## config.mk

```make
export PLATFORM = sky130hd
export DESIGN_NAME = sim_status_regs
export DESIGN_NICKNAME = d
export VERILOG_FILES = /design/src/design/sim_regs_pkg.sv /design/src/design/sticky_if.sv /design/src/design/sim_status_regs.sv /design/src/design/cause_flags.sv /design/src/design/irq_bank.sv
export SDC_FILE = /design/constraint.sdc
export NUM_CORES = 1
export LEC_CHECK = 0
export BUFFER_PORTS_ARGS = -buffer_cell sky130_fd_sc_hd__buf_2
export CAP_MARGIN = 30
export CORE_MARGIN = 2
export CORE_UTILIZATION = 40
export CTS_CLUSTER_SIZE = 40
export DETAILED_ROUTE_END_ITERATION = 8
export GPL_TIMING_DRIVEN = 0
export PLACE_DENSITY = 0.78
export SLEW_MARGIN = 30
export SYNTH_ARGS = -nofsm -noshare
export SYNTH_HDL_FRONTEND = slang
export SYNTH_SLANG_ARGS = --single-unit
export TNS_END_PERCENT = 30
```

## constraint.sdc

```tcl
create_clock -name clk_sys -period 1.1 [get_ports clk_sys]
set_input_delay 0.22 -clock clk_sys [delete_from_list [all_inputs] [get_ports clk_sys]]
set_output_delay 0.22 -clock clk_sys [all_outputs]
set_load 0.02 [all_outputs]
```

## src/design/sim_regs_pkg.sv

```systemverilog
// Shared constants for the system integration status register bank.
// Assumes an 8-bit register port with 16-bit addresses in the processor memory map.
package sim_regs_pkg;

  localparam int ADDR_W = 16;
  localparam int DATA_W = 8;

  // Register addresses.
  localparam logic [ADDR_W-1:0] ADDR_BREAK_STATUS       = 16'hFE00;
  localparam logic [ADDR_W-1:0] ADDR_RESET_STATUS       = 16'hFE01;
  localparam logic [ADDR_W-1:0] ADDR_BREAK_FLAG_CONTROL = 16'hFE03;
  localparam logic [ADDR_W-1:0] ADDR_IRQ_STATUS         = 16'hFE04;
  localparam logic [ADDR_W-1:0] ADDR_IRQ_MASK           = 16'hFE05;
  localparam logic [ADDR_W-1:0] ADDR_BLOCK_STATE        = 16'hFE06;

  // Break status field.
  localparam int BIT_BREAK_STOP_WAIT = 1;

  // Reset status fields.
  localparam int BIT_POWER_ON        = 7;
  localparam int BIT_PIN_CAUSE       = 6;
  localparam int BIT_WATCHDOG        = 5;
  localparam int BIT_ILLEGAL_OPCODE  = 4;
  localparam int BIT_ILLEGAL_ADDRESS = 3;
  localparam int BIT_MONITOR_ENTRY   = 2;
  localparam int BIT_LOW_VOLTAGE     = 1;

  // Break flag control field.
  localparam int BIT_BREAK_CLEAR_ENABLE = 7;

  // Interrupt status and mask fields.
  localparam int IRQ_W              = 2;
  localparam int IRQ_BIT_BREAK_EXIT = 0;
  localparam int IRQ_BIT_RESET_LOG  = 1;

  // Block state fields.
  localparam int BIT_STATE_BREAK_ACTIVE = 0;
  localparam int BIT_STATE_CLEAR_OK     = 1;

  // Reset values.
  localparam logic [DATA_W-1:0] RST_BREAK_STATUS       = 8'h00;
  localparam logic [DATA_W-1:0] RST_RESET_STATUS       = 8'h80;
  localparam logic [DATA_W-1:0] RST_BREAK_FLAG_CONTROL = 8'h00;
  localparam logic [IRQ_W-1:0]  RST_IRQ                = 2'h0;

  // Read-data source selection.
  typedef enum logic [2:0] {
    SEL_NONE        = 3'b000,
    SEL_BREAK       = 3'b001,
    SEL_RESET       = 3'b010,
    SEL_CONTROL     = 3'b011,
    SEL_IRQ_STATUS  = 3'b100,
    SEL_IRQ_MASK    = 3'b101,
    SEL_BLOCK_STATE = 3'b110
  } read_sel_t;

endpackage

```

## src/design/sticky_if.sv

```systemverilog
// Carrier between the register front end and its sticky flag banks.
// Assumes one clock domain; set and clear are single-cycle per-bit strobes.
`timescale 1ns/1ps
interface sticky_if #(
  parameter int N = 8
);
  logic [N-1:0] set;
  logic [N-1:0] clr;
  logic [N-1:0] q;

  modport owner (input set, input clr, output q);
  modport user  (output set, output clr, input q);
endinterface

```

## src/design/sim_status_regs.sv

```systemverilog
// Break status, reset status and break flag control registers of the
// system integration block, with an interrupt for break exits and logged resets.
// Assumes a single-cycle register port; reset is the power-on reset and the
// other reset sources arrive as one-cycle strobes while this block keeps running.
`timescale 1ns/1ps

module sim_status_regs
  import sim_regs_pkg::*;
(
  input  wire logic              clk_sys,                  // System clock, 125 MHz.
  input  wire logic              reset,                    // Power-on reset, async, active high.
  input  wire logic [ADDR_W-1:0] addr,                     // Register address.
  input  wire logic [DATA_W-1:0] wdata,                    // Write data.
  input  wire logic              wr,                       // Write strobe.
  input  wire logic              rd,                       // Read strobe.
  output logic      [DATA_W-1:0] rdata,                    // Read data, cycle after rd.
  input  wire logic              break_active,             // Processor is in the break state.
  input  wire logic              low_power_exit,           // Strobe: stop or wait mode was left.
  input  wire logic              exit_by_break,            // The exit was caused by a break interrupt.
  input  wire logic              pin_reset,                // Strobe: reset from the external pin.
  input  wire logic              watchdog_reset,           // Strobe: reset from the watchdog counter.
  input  wire logic              illegal_opcode_reset,     // Strobe: reset from an illegal opcode.
  input  wire logic              illegal_address_reset,    // Strobe: reset from an illegal address.
  input  wire logic              illegal_address_fetch,    // That access was an opcode fetch.
  input  wire logic              monitor_entry_reset,      // Strobe: reset from monitor mode entry.
  input  wire logic              reset_vector_blank,       // Reset vector locations read blank.
  input  wire logic              external_interrupt_pin,   // Interrupt pin sits at normal supply level.
  input  wire logic              low_voltage_reset,        // Strobe: reset from low-voltage inhibit.
  output logic                   break_stop_wait_flag,     // Copy of the break stop/wait flag.
  output logic                   break_clear_enable,       // Copy of the break clear enable bit.
  output logic                   irq                       // Level interrupt request.
);

  // Address decode and access strobes.

  logic hit_break;
  logic hit_reset;
  logic hit_control;
  logic hit_irq_status;
  logic hit_irq_mask;
  logic hit_state;

  assign hit_break      = (addr == ADDR_BREAK_STATUS);
  assign hit_reset      = (addr == ADDR_RESET_STATUS);
  assign hit_control    = (addr == ADDR_BREAK_FLAG_CONTROL);
  assign hit_irq_status = (addr == ADDR_IRQ_STATUS);
  assign hit_irq_mask   = (addr == ADDR_IRQ_MASK);
  assign hit_state      = (addr == ADDR_BLOCK_STATE);

  logic wr_break;
  logic wr_control;
  logic wr_irq_status;
  logic wr_irq_mask;
  logic rd_reset;

  assign wr_break      = wr & hit_break;
  assign wr_control    = wr & hit_control;
  assign wr_irq_status = wr & hit_irq_status;
  assign wr_irq_mask   = wr & hit_irq_mask;
  assign rd_reset      = rd & hit_reset;

  // Protection of status flags while the processor sits in break.

  logic break_clear_enable_q;
  logic break_clear_enable_d;
  logic clear_allowed;

  // Software clears of break and reset status flags only act outside break or when enabled.
  // A clear refused here is simply dropped, so a flag cleared earlier in break
  // stays cleared and a protected flag clears on the next access after break.
  assign clear_allowed = ~break_active | break_clear_enable_q;

  assign break_clear_enable_d = wr_control ? wdata[BIT_BREAK_CLEAR_ENABLE]
                                           : break_clear_enable_q;

  // Reset cause logging.

  logic any_other_reset;
  logic illegal_address_set;
  logic monitor_entry_set;

  // Data accesses to an illegal address never mark the opcode-fetch cause.
  assign illegal_address_set = illegal_address_reset & illegal_address_fetch;

  // Monitor entry is only recorded for the blank-vector entry path with the interrupt pin at normal supply level.
  assign monitor_entry_set = monitor_entry_reset & reset_vector_blank
                           & external_interrupt_pin;

  assign any_other_reset = pin_reset | watchdog_reset | illegal_opcode_reset
                         | illegal_address_set | monitor_entry_set | low_voltage_reset;

  sticky_if #(.N(DATA_W)) cause_bus ();

  logic [DATA_W-1:0] cause_set;

  always_comb begin
    cause_set                      = '0;
    // Each source sets only its own bit; the others keep their value.
    cause_set[BIT_PIN_CAUSE]       = pin_reset;
    cause_set[BIT_WATCHDOG]        = watchdog_reset;
    cause_set[BIT_ILLEGAL_OPCODE]  = illegal_opcode_reset;
    cause_set[BIT_ILLEGAL_ADDRESS] = illegal_address_set;
    cause_set[BIT_MONITOR_ENTRY]   = monitor_entry_set;
    cause_set[BIT_LOW_VOLTAGE]     = low_voltage_reset;
  end

  assign cause_bus.set = cause_set;
  // A read clears all flags when clear_allowed; a source firing in that cycle still wins.
  assign cause_bus.clr = {DATA_W{rd_reset & clear_allowed}};

  // Power-on reset loads the power-on flag alone.
  cause_flags #(
    .N         (DATA_W),
    .RESET_VAL (RST_RESET_STATUS)
  ) u_cause_flags (
    .clk_sys (clk_sys),
    .reset   (reset),
    .flags   (cause_bus)
  );

  // Break stop/wait flag.

  logic break_stop_wait_q;
  logic break_stop_wait_d;
  logic break_exit_evt;
  logic break_flag_clear;

  assign break_exit_evt   = low_power_exit & exit_by_break;
  assign break_flag_clear = (wr_break & ~wdata[BIT_BREAK_STOP_WAIT] & clear_allowed)
                          | any_other_reset;

  // A break exit in the same cycle as a clear keeps the flag set.
  assign break_stop_wait_d = break_exit_evt | (break_stop_wait_q & ~break_flag_clear);

  // Interrupt status, mask and request.

  sticky_if #(.N(IRQ_W)) irq_bus ();

  logic [IRQ_W-1:0] irq_set;
  logic [IRQ_W-1:0] irq_mask;
  logic             irq_out;

  always_comb begin
    irq_set                     = '0;
    irq_set[IRQ_BIT_BREAK_EXIT] = break_exit_evt;
    irq_set[IRQ_BIT_RESET_LOG]  = any_other_reset;
  end

  assign irq_bus.set = irq_set;
  assign irq_bus.clr = wr_irq_status ? wdata[IRQ_W-1:0] : '0;

  irq_bank #(
    .N (IRQ_W)
  ) u_irq_bank (
    .clk_sys (clk_sys),
    .reset   (reset),
    .status  (irq_bus),
    .mask_we (wr_irq_mask),
    .mask_wd (wdata[IRQ_W-1:0]),
    .mask_q  (irq_mask),
    .irq_q   (irq_out)
  );

  // Read data selection.

  read_sel_t read_sel;

  assign read_sel = hit_break      ? SEL_BREAK       :
                    hit_reset      ? SEL_RESET       :
                    hit_control    ? SEL_CONTROL     :
                    hit_irq_status ? SEL_IRQ_STATUS  :
                    hit_irq_mask   ? SEL_IRQ_MASK    :
                    hit_state      ? SEL_BLOCK_STATE : SEL_NONE;

  logic [DATA_W-1:0] read_value;

  // Reserved bits and unmapped addresses read as zero.
  always_comb begin
    read_value = '0;
    case (read_sel)
      SEL_BREAK: begin
        read_value[BIT_BREAK_STOP_WAIT] = break_stop_wait_q;
      end
      SEL_RESET: begin
        read_value = cause_bus.q;
      end
      SEL_CONTROL: begin
        read_value[BIT_BREAK_CLEAR_ENABLE] = break_clear_enable_q;
      end
      SEL_IRQ_STATUS: begin
        read_value[IRQ_W-1:0] = irq_bus.q;
      end
      SEL_IRQ_MASK: begin
        read_value[IRQ_W-1:0] = irq_mask;
      end
      SEL_BLOCK_STATE: begin
        read_value[BIT_STATE_BREAK_ACTIVE] = break_active;
        read_value[BIT_STATE_CLEAR_OK]     = clear_allowed;
      end
      default: begin
        read_value = '0;
      end
    endcase
  end

  logic [DATA_W-1:0] rdata_q;
  logic [DATA_W-1:0] rdata_d;

  // Read data hold only for the cycle after the strobe, zero otherwise.
  assign rdata_d = rd ? read_value : '0;

  // State registers.

  always_ff @(posedge clk_sys or posedge reset) begin
    if (reset) begin
      break_stop_wait_q    <= RST_BREAK_STATUS[BIT_BREAK_STOP_WAIT];
      break_clear_enable_q <= RST_BREAK_FLAG_CONTROL[BIT_BREAK_CLEAR_ENABLE];
      rdata_q              <= '0;
    end else begin
      break_stop_wait_q    <= break_stop_wait_d;
      break_clear_enable_q <= break_clear_enable_d;
      rdata_q              <= rdata_d;
    end
  end

  assign rdata                = rdata_q;
  assign break_stop_wait_flag = break_stop_wait_q;
  assign break_clear_enable   = break_clear_enable_q;
  assign irq                  = irq_out;

endmodule

```

## src/design/cause_flags.sv

```systemverilog
// Bank of sticky flags that hardware sets and software clears.
// Assumes set and clr are one-cycle strobes in the clk_sys domain.
`timescale 1ns/1ps
module cause_flags #(
  parameter int             N         = 8,
  parameter logic [N-1:0]   RESET_VAL = '0
) (
  input  wire logic clk_sys,   // System clock.
  input  wire logic reset,     // Asynchronous power-on reset.
  sticky_if.owner   flags      // Set, clear and state of the flags.
);

  genvar i;
  generate
    for (i = 0; i < N; i++) begin : g_flag
      logic flag_q;
      logic flag_d;
      // A set in the same cycle as a clear wins, so no event is lost.
      assign flag_d = flags.set[i] | (flag_q & ~flags.clr[i]);
      always_ff @(posedge clk_sys or posedge reset) begin
        if (reset) begin
          flag_q <= RESET_VAL[i];
        end else begin
          flag_q <= flag_d;
        end
      end
      assign flags.q[i] = flag_q;
    end
  endgenerate

endmodule

```

## src/design/irq_bank.sv

```systemverilog
// Interrupt status with write-one-to-clear bits, a mask and one level output.
// Assumes event strobes and clears are one cycle long in the clk_sys domain.
`timescale 1ns/1ps
module irq_bank
  import sim_regs_pkg::*;
#(
  parameter int N = IRQ_W
) (
  input  wire logic         clk_sys,   // System clock.
  input  wire logic         reset,     // Asynchronous power-on reset.
  sticky_if.owner           status,    // Events in, write-one clears in, status out.
  input  wire logic         mask_we,   // Mask write strobe.
  input  wire logic [N-1:0] mask_wd,   // Mask write data.
  output logic      [N-1:0] mask_q,    // Mask register.
  output logic              irq_q      // Level interrupt.
);

  logic [N-1:0] status_q;
  logic [N-1:0] status_d;
  logic         irq_d;

  assign status_d = status.set | (status_q & ~status.clr);
  assign irq_d    = |(status_d & (mask_we ? mask_wd : mask_q));
  assign status.q = status_q;

  always_ff @(posedge clk_sys or posedge reset) begin
    if (reset) begin
      status_q <= N'(RST_IRQ);
      mask_q   <= N'(RST_IRQ);
      irq_q    <= 1'b0;
    end else begin
      status_q <= status_d;
      if (mask_we) begin
        mask_q <= mask_wd;
      end
      irq_q    <= irq_d;
    end
  end

endmodule

```

==> flow_metrics.tcl, run 1 <==
set metrics [dict create \
    period_needed_ns 1.46 \
    areaGrowthSynthToFinish_pct 39.4 \
    setup.worst_path.end_class "flip-flop" \
    critPathLaunchType "input pin" \
    cp_data_arrival_time_ns 1.67 \
    total_leakage_power_uw 0.000729 \
    detailedRoute.firstIterationViolations 22 \
    yosys_most_used_dff "sky130_fd_sc_hd__dfrtp_1" \
    synthesis.yosys.warnings 0 \
    synth-seq-area-share_pct 55.7 \
    syn_inst_count 85 \
    total_cell_area_at_the_placement_stage_mm2 0.00131 \
    critical_path.max_stage_delay_ns 0.35 \
    hold_fails_final_rpt 0 \
    timing.hold.ws_ns 0.0956 \
    grt_antenna_before_repair 0 \
    place.detailed.hpwl_um 1780 \
    total_power_uw 1400 \
    synth_top_area_share_pct 53.2 \
    mostFrequentLayoutCell "sky130_fd_sc_hd__buf_2" \
    cts_max_level 1 \
    synth_top_area_cell "sky130_fd_sc_hd__dfrtp_1" \
    cts.reportedPaths.clkPinSlew_ns 0.12 \
    power.density_mw_per_mm2 968 \
    final_area_mm2 0.00144 \
    critical-path-top-cell-by-count "sky130_fd_sc_hd__nor4_4" \
    grt_pass1_wl_um 3590 \
    timing.critical_path.buf_inv 1 \
    die_width_um 54.9 \
    mostFrequentLayoutCells "sky130_fd_sc_hd__buf_2 (43), sky130_fd_sc_hd__dfrtp_1 (22), sky130_fd_sc_hd__and2_1 (6), sky130_fd_sc_hd__nand2_1 (5)" \
    global_route.usage.total_pct 16.9 \
    total_die_area_mm2 0.00301 \
    rsz0062_at_grt "yes" \
    n_fill_cell 224 \
    timing.max_slew.rel_slack_pct 70.8 \
    cts_tree "yes" \
    transition_time_at_the_pin_with_the_least_slew_margin_ns 0.438 \
    grt_pass1_vias 853 \
    fmaxAchievable_mhz 683 \
    worstHoldPathType "input pin to flip-flop" \
    num-nets-final 181 \
    starting_density_of_the_core_pct 42.2 \
    vdd.ir_drop.worst_mv 0.966 \
    gp_weighted_congestion 0.745 \
    drt.antenna.violating_nets 0 \
    finalMaxSlewViolations 0 \
    final_min_period_over_clock_period_pct 133 \
    cts.path.max_buffers 2 \
    synth_enable_flop_cells 0 \
    cp.required_ns 1.31 \
    clock-skew-final_ns 0.00547 \
    remaining_drc_errors 0 \
    cp_top_family "simple AND/OR/NAND/NOR gates" \
    synth_async_sr_flop_share_pct 100 \
    yosys_register_bits 23 \
    ys_types 31 \
    worstSetupPathType "input pin to flip-flop" \
    cts_inserted_buffers 3 \
    worstPathCellList "buf_6 > nor4_4 > nand4_2 > nor4_4 > mux2_4 > a22o_1" \
    overflow 0 \
    final_layout_size_suffix_gt1_share_pct 50.7 \
    setup_viol 22 \
    port_buffers 45 \
    pre_cts_ws_ns -0.733 \
    timing.critical_path.fanout_max 2 \
    drt_pre_antenna_iters 4 \
    number_of_sinks_on_the_clock_net 23 \
    netlist_area_mm2 0.00103 \
    vias 886 \
    max_cap_violations 0 \
    wirelength_um 2250 \
    clkLatencyLatePin_ns 0.30 \
    avgRoutedWirePerCell_um 13.2 \
    worst_slack_ns -0.364 \
    outcome "finished, violations left" \
    die_h_um 54.9 \
    avgSynthCellArea_um2 12.2 \
    antennaDiodeCount 0 \
    worst_path_max_delay_cell "sky130_fd_sc_hd__mux2_4" \
    multiInputGateArea_um2 485 \
    core.rowCount 18 \
    drt-vias-per-instance 5.21 \
    layout.area.seq_um2 577 \
    mappedNetlistNets 125 \
    grt_max_degree 24 \
    fp.coreArea_mm2 0.00245 \
    ys_top_cells_by_area "sky130_fd_sc_hd__dfrtp_1 (53%), sky130_fd_sc_hd__and2_1 (4.2%), sky130_fd_sc_hd__nor4_4 (4.1%)" \
    clock_tree.root_cell "sky130_fd_sc_hd__clkbuf_4" \
    violations "setup timing" \
    top_level_ports 51 \
]
## registers in the layout, indices dropped and copies added, names as in the netlist
name and count:
break_stop_wait_flag 1, u_irq_bank.mask_q 2, u_irq_bank.status.q 2, u_cause_flags.g_flag.flag_q 8
break_clear_enable 1, rdata 8, u_irq_bank.irq_q 1
## path summary, 6_finish.rpt
| path | start | slack [ns] | endpoint | depth (start not counted) |
|---|---|---|---|---|
| max | addr[3] | -0.36 | u_irq_bank.irq_q | 6 |
| min | pin_reset | 0.1 | u_cause_flags.g_flag[6].flag_q | 2 |
| max reg2reg | u_irq_bank.mask_q[1] | -0.03 | rdata[1] | 3 |
| min reg2reg | u_cause_flags.g_flag[6].flag_q | 0.49 | u_cause_flags.g_flag[6].flag_q | 1 |
| max in group asynchronous | reset | 0.29 | rdata[4] | 4 |
| min in group asynchronous | reset | 0.41 | u_irq_bank.mask_q[0] | 3 |
## per-stage QoR
step           util (%)  TNS [ns]  std cells
2_1_floorplan         -     -3.78         85
3_3_place_gp       53.2     -8.67        160
3_5_place_dp       53.2     -9.21        160
4_1_cts            56.5     -2.33        167
5_1_grt            58.8     -3.07        170
6_report           58.8     -2.56        170
## synthesized netlist by cell type (2+ instances only)
master / instances
sky130_fd_sc_hd__inv_1: 3
sky130_fd_sc_hd__a21o_1: 4
sky130_fd_sc_hd__a22o_1: 3
sky130_fd_sc_hd__nand4_1: 2
sky130_fd_sc_hd__nor3_1: 2
sky130_fd_sc_hd__nor4_1: 2
sky130_fd_sc_hd__mux2i_1: 2
sky130_fd_sc_hd__and3_1: 2
sky130_fd_sc_hd__nor2_1: 3
sky130_fd_sc_hd__nand3_1: 3
sky130_fd_sc_hd__nor4_4: 2
sky130_fd_sc_hd__nand2_1: 5
sky130_fd_sc_hd__dfrtp_1: 22
sky130_fd_sc_hd__nand2b_1: 3
sky130_fd_sc_hd__a21oi_1: 2
sky130_fd_sc_hd__and2_1: 7
sky130_fd_sc_hd__mux2_2: 3
sky130_fd_sc_hd__o21ai_0: 2
## layer usage
metal | up-vias | share of wire, % | global-route usage, %
met5 | - | 0 | 0
met4 | 0 | 0 | 4.17
met3 | 0 | 6.5 | 5.46
met2 | 33 | 53 | 28.6
met1 | 432 | 41 | 20.7
li1 | 421 | - | -
## layout make-up
cell class	instances	area share [%]
sequential	23	40.0
multi-input combinational	58	33.7
timing repair buffer	51	20.8
tap	30	2.60
clock buffer	3	1.56
inverter	3	0.781
clock inverter	1	0.347
buffer	1	0.260
## kinds of logic after synthesis
family,synth area share (%)
flops,55.7
mux,7.38
buf+inv,1.45
simple gates,25.4
compound gates,10.0
## timing repair
action / in CTS / in global routing
pin swaps: 8 / 2
setup endpoints to repair: 17 / 29
resized for setup: 7 / 6
setup buffers: 3 / 2
endpoints found under the hold margin: 0 / 7
hold buffers: 0 / 1
## power by group
group | switching [uW] | leakage, uW | internal (uW)
sequential | 1.66 | 0.000275 | 848
combinational | 87.5 | 0.000436 | 82.1
clock | 242 | 0.0000177 | 136
total | 331 | 0.000729 | 1070
(Power assumes the default switching activity.)
==> run 2: changes to the inputs <==
--- a/config.mk
+++ b/config.mk
@@ -5,14 +5,16 @@
 export SDC_FILE = /design/constraint.sdc
 export NUM_CORES = 1
 export LEC_CHECK = 0
+export ABC_AREA = 1
 export BUFFER_PORTS_ARGS = -buffer_cell sky130_fd_sc_hd__buf_2
 export CAP_MARGIN = 30
 export CORE_MARGIN = 2
-export CORE_UTILIZATION = 40
+export CORE_UTILIZATION = 42
 export CTS_CLUSTER_SIZE = 40
 export DETAILED_ROUTE_END_ITERATION = 8
 export GPL_TIMING_DRIVEN = 0
-export PLACE_DENSITY = 0.78
+export PLACE_DENSITY = 0.79
+export SETUP_SLACK_MARGIN = 0.02
 export SLEW_MARGIN = 30
 export SYNTH_ARGS = -nofsm -noshare
 export SYNTH_HDL_FRONTEND = slang
==> flow_metrics.tcl, run 2 <==
set metrics [dict create \
    grt_max_degree 24 \
    ys_types 20 \
    place.detailed.hpwl_um 1780 \
    violations "setup timing" \
    areaGrowthSynthToFinish_pct 34.0 \
    number_of_sinks_on_the_clock_net 23 \
    synth_async_sr_flop_share_pct 100 \
    worstHoldPathType "input pin to flip-flop" \
    drt.antenna.violating_nets 0 \
    timing.critical_path.buf_inv 1 \
    yosys_register_bits 23 \
    clock_tree.root_cell "sky130_fd_sc_hd__clkbuf_4" \
    starting_density_of_the_core_pct 43.8 \
    setup_viol 1 \
    n_fill_cell 256 \
    worstSetupPathType "flip-flop to output port" \
    synth-seq-area-share_pct 48.2 \
    ys_top_cells_by_area "sky130_fd_sc_hd__dfrtp_1 (46%), sky130_fd_sc_hd__nand2_1 (13%), sky130_fd_sc_hd__inv_1 (7.8%)" \
    detailedRoute.firstIterationViolations 17 \
    avgSynthCellArea_um2 7.72 \
    synth_top_area_cell "sky130_fd_sc_hd__dfrtp_1" \
    worst_slack_ns -0.00473 \
    worstPathCellList "buf_6" \
    die_width_um 57.4 \
    port_buffers 45 \
    critical_path.max_stage_delay_ns 0.45 \
    met1_length_um 988 \
    mappedNetlistNets 195 \
    outcome "finished, violations left" \
    overflow 0 \
    multiInputGateArea_um2 546 \
    vias 1095 \
    synthesis.yosys.warnings 0 \
    critPathLaunchType "flip-flop" \
    remaining_drc_errors 0 \
    cp_data_arrival_time_ns 0.88 \
    mostFrequentLayoutCell "sky130_fd_sc_hd__buf_2" \
    avgRoutedWirePerCell_um 9.14 \
    layout.area.seq_um2 578 \
    final_layout_size_suffix_gt1_share_pct 38.6 \
    timing.max_slew.rel_slack_pct 48.1 \
    synth_top_area_share_pct 46.0 \
    synth_enable_flop_cells 0 \
    cts_tree "yes" \
    finalCoreUtilization_pct 58.6 \
    wirelength_um 2180 \
    fmaxAchievable_mhz 905 \
    grt_pass1_wl_um 3970 \
    wl_met3_um 89 \
    clkLatencyLatePin_ns 0.30 \
    num-nets-final 248 \
    gp_weighted_congestion 0.794 \
    grt_pass1_vias 1001 \
    cp_top_family "flip-flops" \
    timing.critical_path.fanout_max 3 \
    vdd.ir_drop.worst_mv 0.970 \
    syn_inst_count 155 \
    power.density_mw_per_mm2 864 \
    total_cell_area_at_the_placement_stage_mm2 0.00149 \
    fp.coreArea_mm2 0.00273 \
    max_cap_violations 0 \
    synth_common_cells "sky130_fd_sc_hd__nand2_1 (42), sky130_fd_sc_hd__inv_1 (25), sky130_fd_sc_hd__dfrtp_1 (22)" \
    core.rowCount 19 \
    grt_antenna_before_repair 0 \
    met2WireLength_um 1080 \
    antennaDiodeCount 0 \
    drt-vias-per-instance 4.60 \
    netlist_area_mm2 0.00120 \
    cp.required_ns 0.88 \
    cts.reportedPaths.clkPinSlew_ns 0.12 \
    setup.worst_path.end_class "output port" \
    clock-skew-final_ns 0.00432 \
    transition_time_at_the_pin_with_the_least_slew_margin_ns 0.774 \
    worst_path_max_delay_cell "sky130_fd_sc_hd__dfrtp_2" \
    cts_max_level 1 \
    top_level_ports 51 \
    drt_pre_antenna_iters 4 \
    rsz0062_at_grt "yes" \
    total_leakage_power_uw 0.000948 \
    top_layer "met4" \
    finalMaxSlewViolations 0 \
    global_route.usage.total_pct 15.2 \
    period_needed_ns 1.10 \
    cts_inserted_buffers 3 \
    total_die_area_mm2 0.00329 \
    yosys_most_used_dff "sky130_fd_sc_hd__dfrtp_1" \
    hold_fails_final_rpt 0 \
    cts.path.max_buffers 2 \
    timing.hold.ws_ns 0.105 \
    final_area_mm2 0.00160 \
    final_min_period_over_clock_period_pct 100 \
    synth_most_common_cell "sky130_fd_sc_hd__nand2_1" \
    mostFrequentLayoutCells "sky130_fd_sc_hd__buf_2 (39), sky130_fd_sc_hd__nand2_1 (38), sky130_fd_sc_hd__inv_1 (22), sky130_fd_sc_hd__dfrtp_1 (21), sky130_fd_sc_hd__nor2_1 (17)" \
    die_h_um 57.4 \
]
[run 2: changes by cell type in the layout (fill, tap and decap cells not counted), sizes merged, moves of 4 or more]
cell,delta
a21o,-4
nor4,-4
nand3,+13
nor2,+23
and2,-6
nand2,+40
o21ai,+5
inv,+24
[run 2: timing repair]
action                     in CTS  in global routing
hold endpoints to repair        0                 22
setup endpoints to repair       9                 21
pin swaps                       3                  4
setup buffers                   1                  1
hold buffers                    0                  1
resized for setup               5                 21
[run 2: logic make-up (layout without fill, tap and decap cells)]
logic type,count (synthesis),after routing,synth area share (%)
DFF,23,23,48.2
AOI/OAI and AO/OA,7,7,2.93
buffers and inverters,30,82,10.0
and+or+nand+nor,95,95,38.8
[run 2: final cells by class]
cell class / count / share of cell area [%]
sequential: 23 / 36.1
multi-input combinational: 102 / 34.0
timing repair buffer: 48 / 18.2
inverter: 29 / 6.95
tap: 31 / 2.42
clock buffer: 4 / 1.64
buffer: 1 / 0.703
[run 2: power by group]
part	internal [uW]	total, uW	leakage (uW)	switching, uW
clock network	141	371	0.0000150	230
logic	73.9	164	0.000664	90.3
registers	848	849	0.000269	1.64
total	1060	1380	0.000948	321
[run 2: final timing paths]
path / from / slack, ns / cells after the start / endpoint
worst max-delay path: break_clear_enable / -0.005 / 1 / break_clear_enable
worst min-delay path: illegal_opcode_reset / 0.11 / 3 / u_cause_flags.g_flag[4].flag_q
worst max register to register: break_clear_enable / 0.02 / 6 / u_cause_flags.g_flag[2].flag_q
worst min register to register: u_cause_flags.g_flag[7].flag_q / 0.46 / 2 / u_cause_flags.g_flag[7].flag_q
max in group asynchronous: reset / 0.22 / 3 / break_clear_enable
min in group asynchronous: reset / 0.49 / 3 / rdata[0]
[run 2: worst reg2reg max path: stages (launching register included)]
cell and delay [ns]:
sky130_fd_sc_hd__dfrtp_2 0.41, sky130_fd_sc_hd__inv_2 0.05, sky130_fd_sc_hd__nand2_2 0.07, sky130_fd_sc_hd__inv_4 0.05
sky130_fd_sc_hd__nor3_4 0.19, sky130_fd_sc_hd__buf_6 0.15, sky130_fd_sc_hd__o21ai_1 0.06
[run 2: per-layer routing]
metal  vias up  track usage, %
li1        579               -
met1       490            19.9
met2        22            25.6
met3         4            4.08
met4         0            2.99
met5         -               0
[run 2: metrics by stage]
step,instances,total power [uW],setup TNS [ns],setup slack (ns)
global placement,231,1020,-2.45,-0.205
detailed placement,231,1020,-2.91,-0.227
finish,238,1380,-0.00473,-0.00473
CTS,236,1400,-0.00427,-0.00427
floorplan,155,937,0,0.0194
global route,238,1470,-0.198,-0.0560
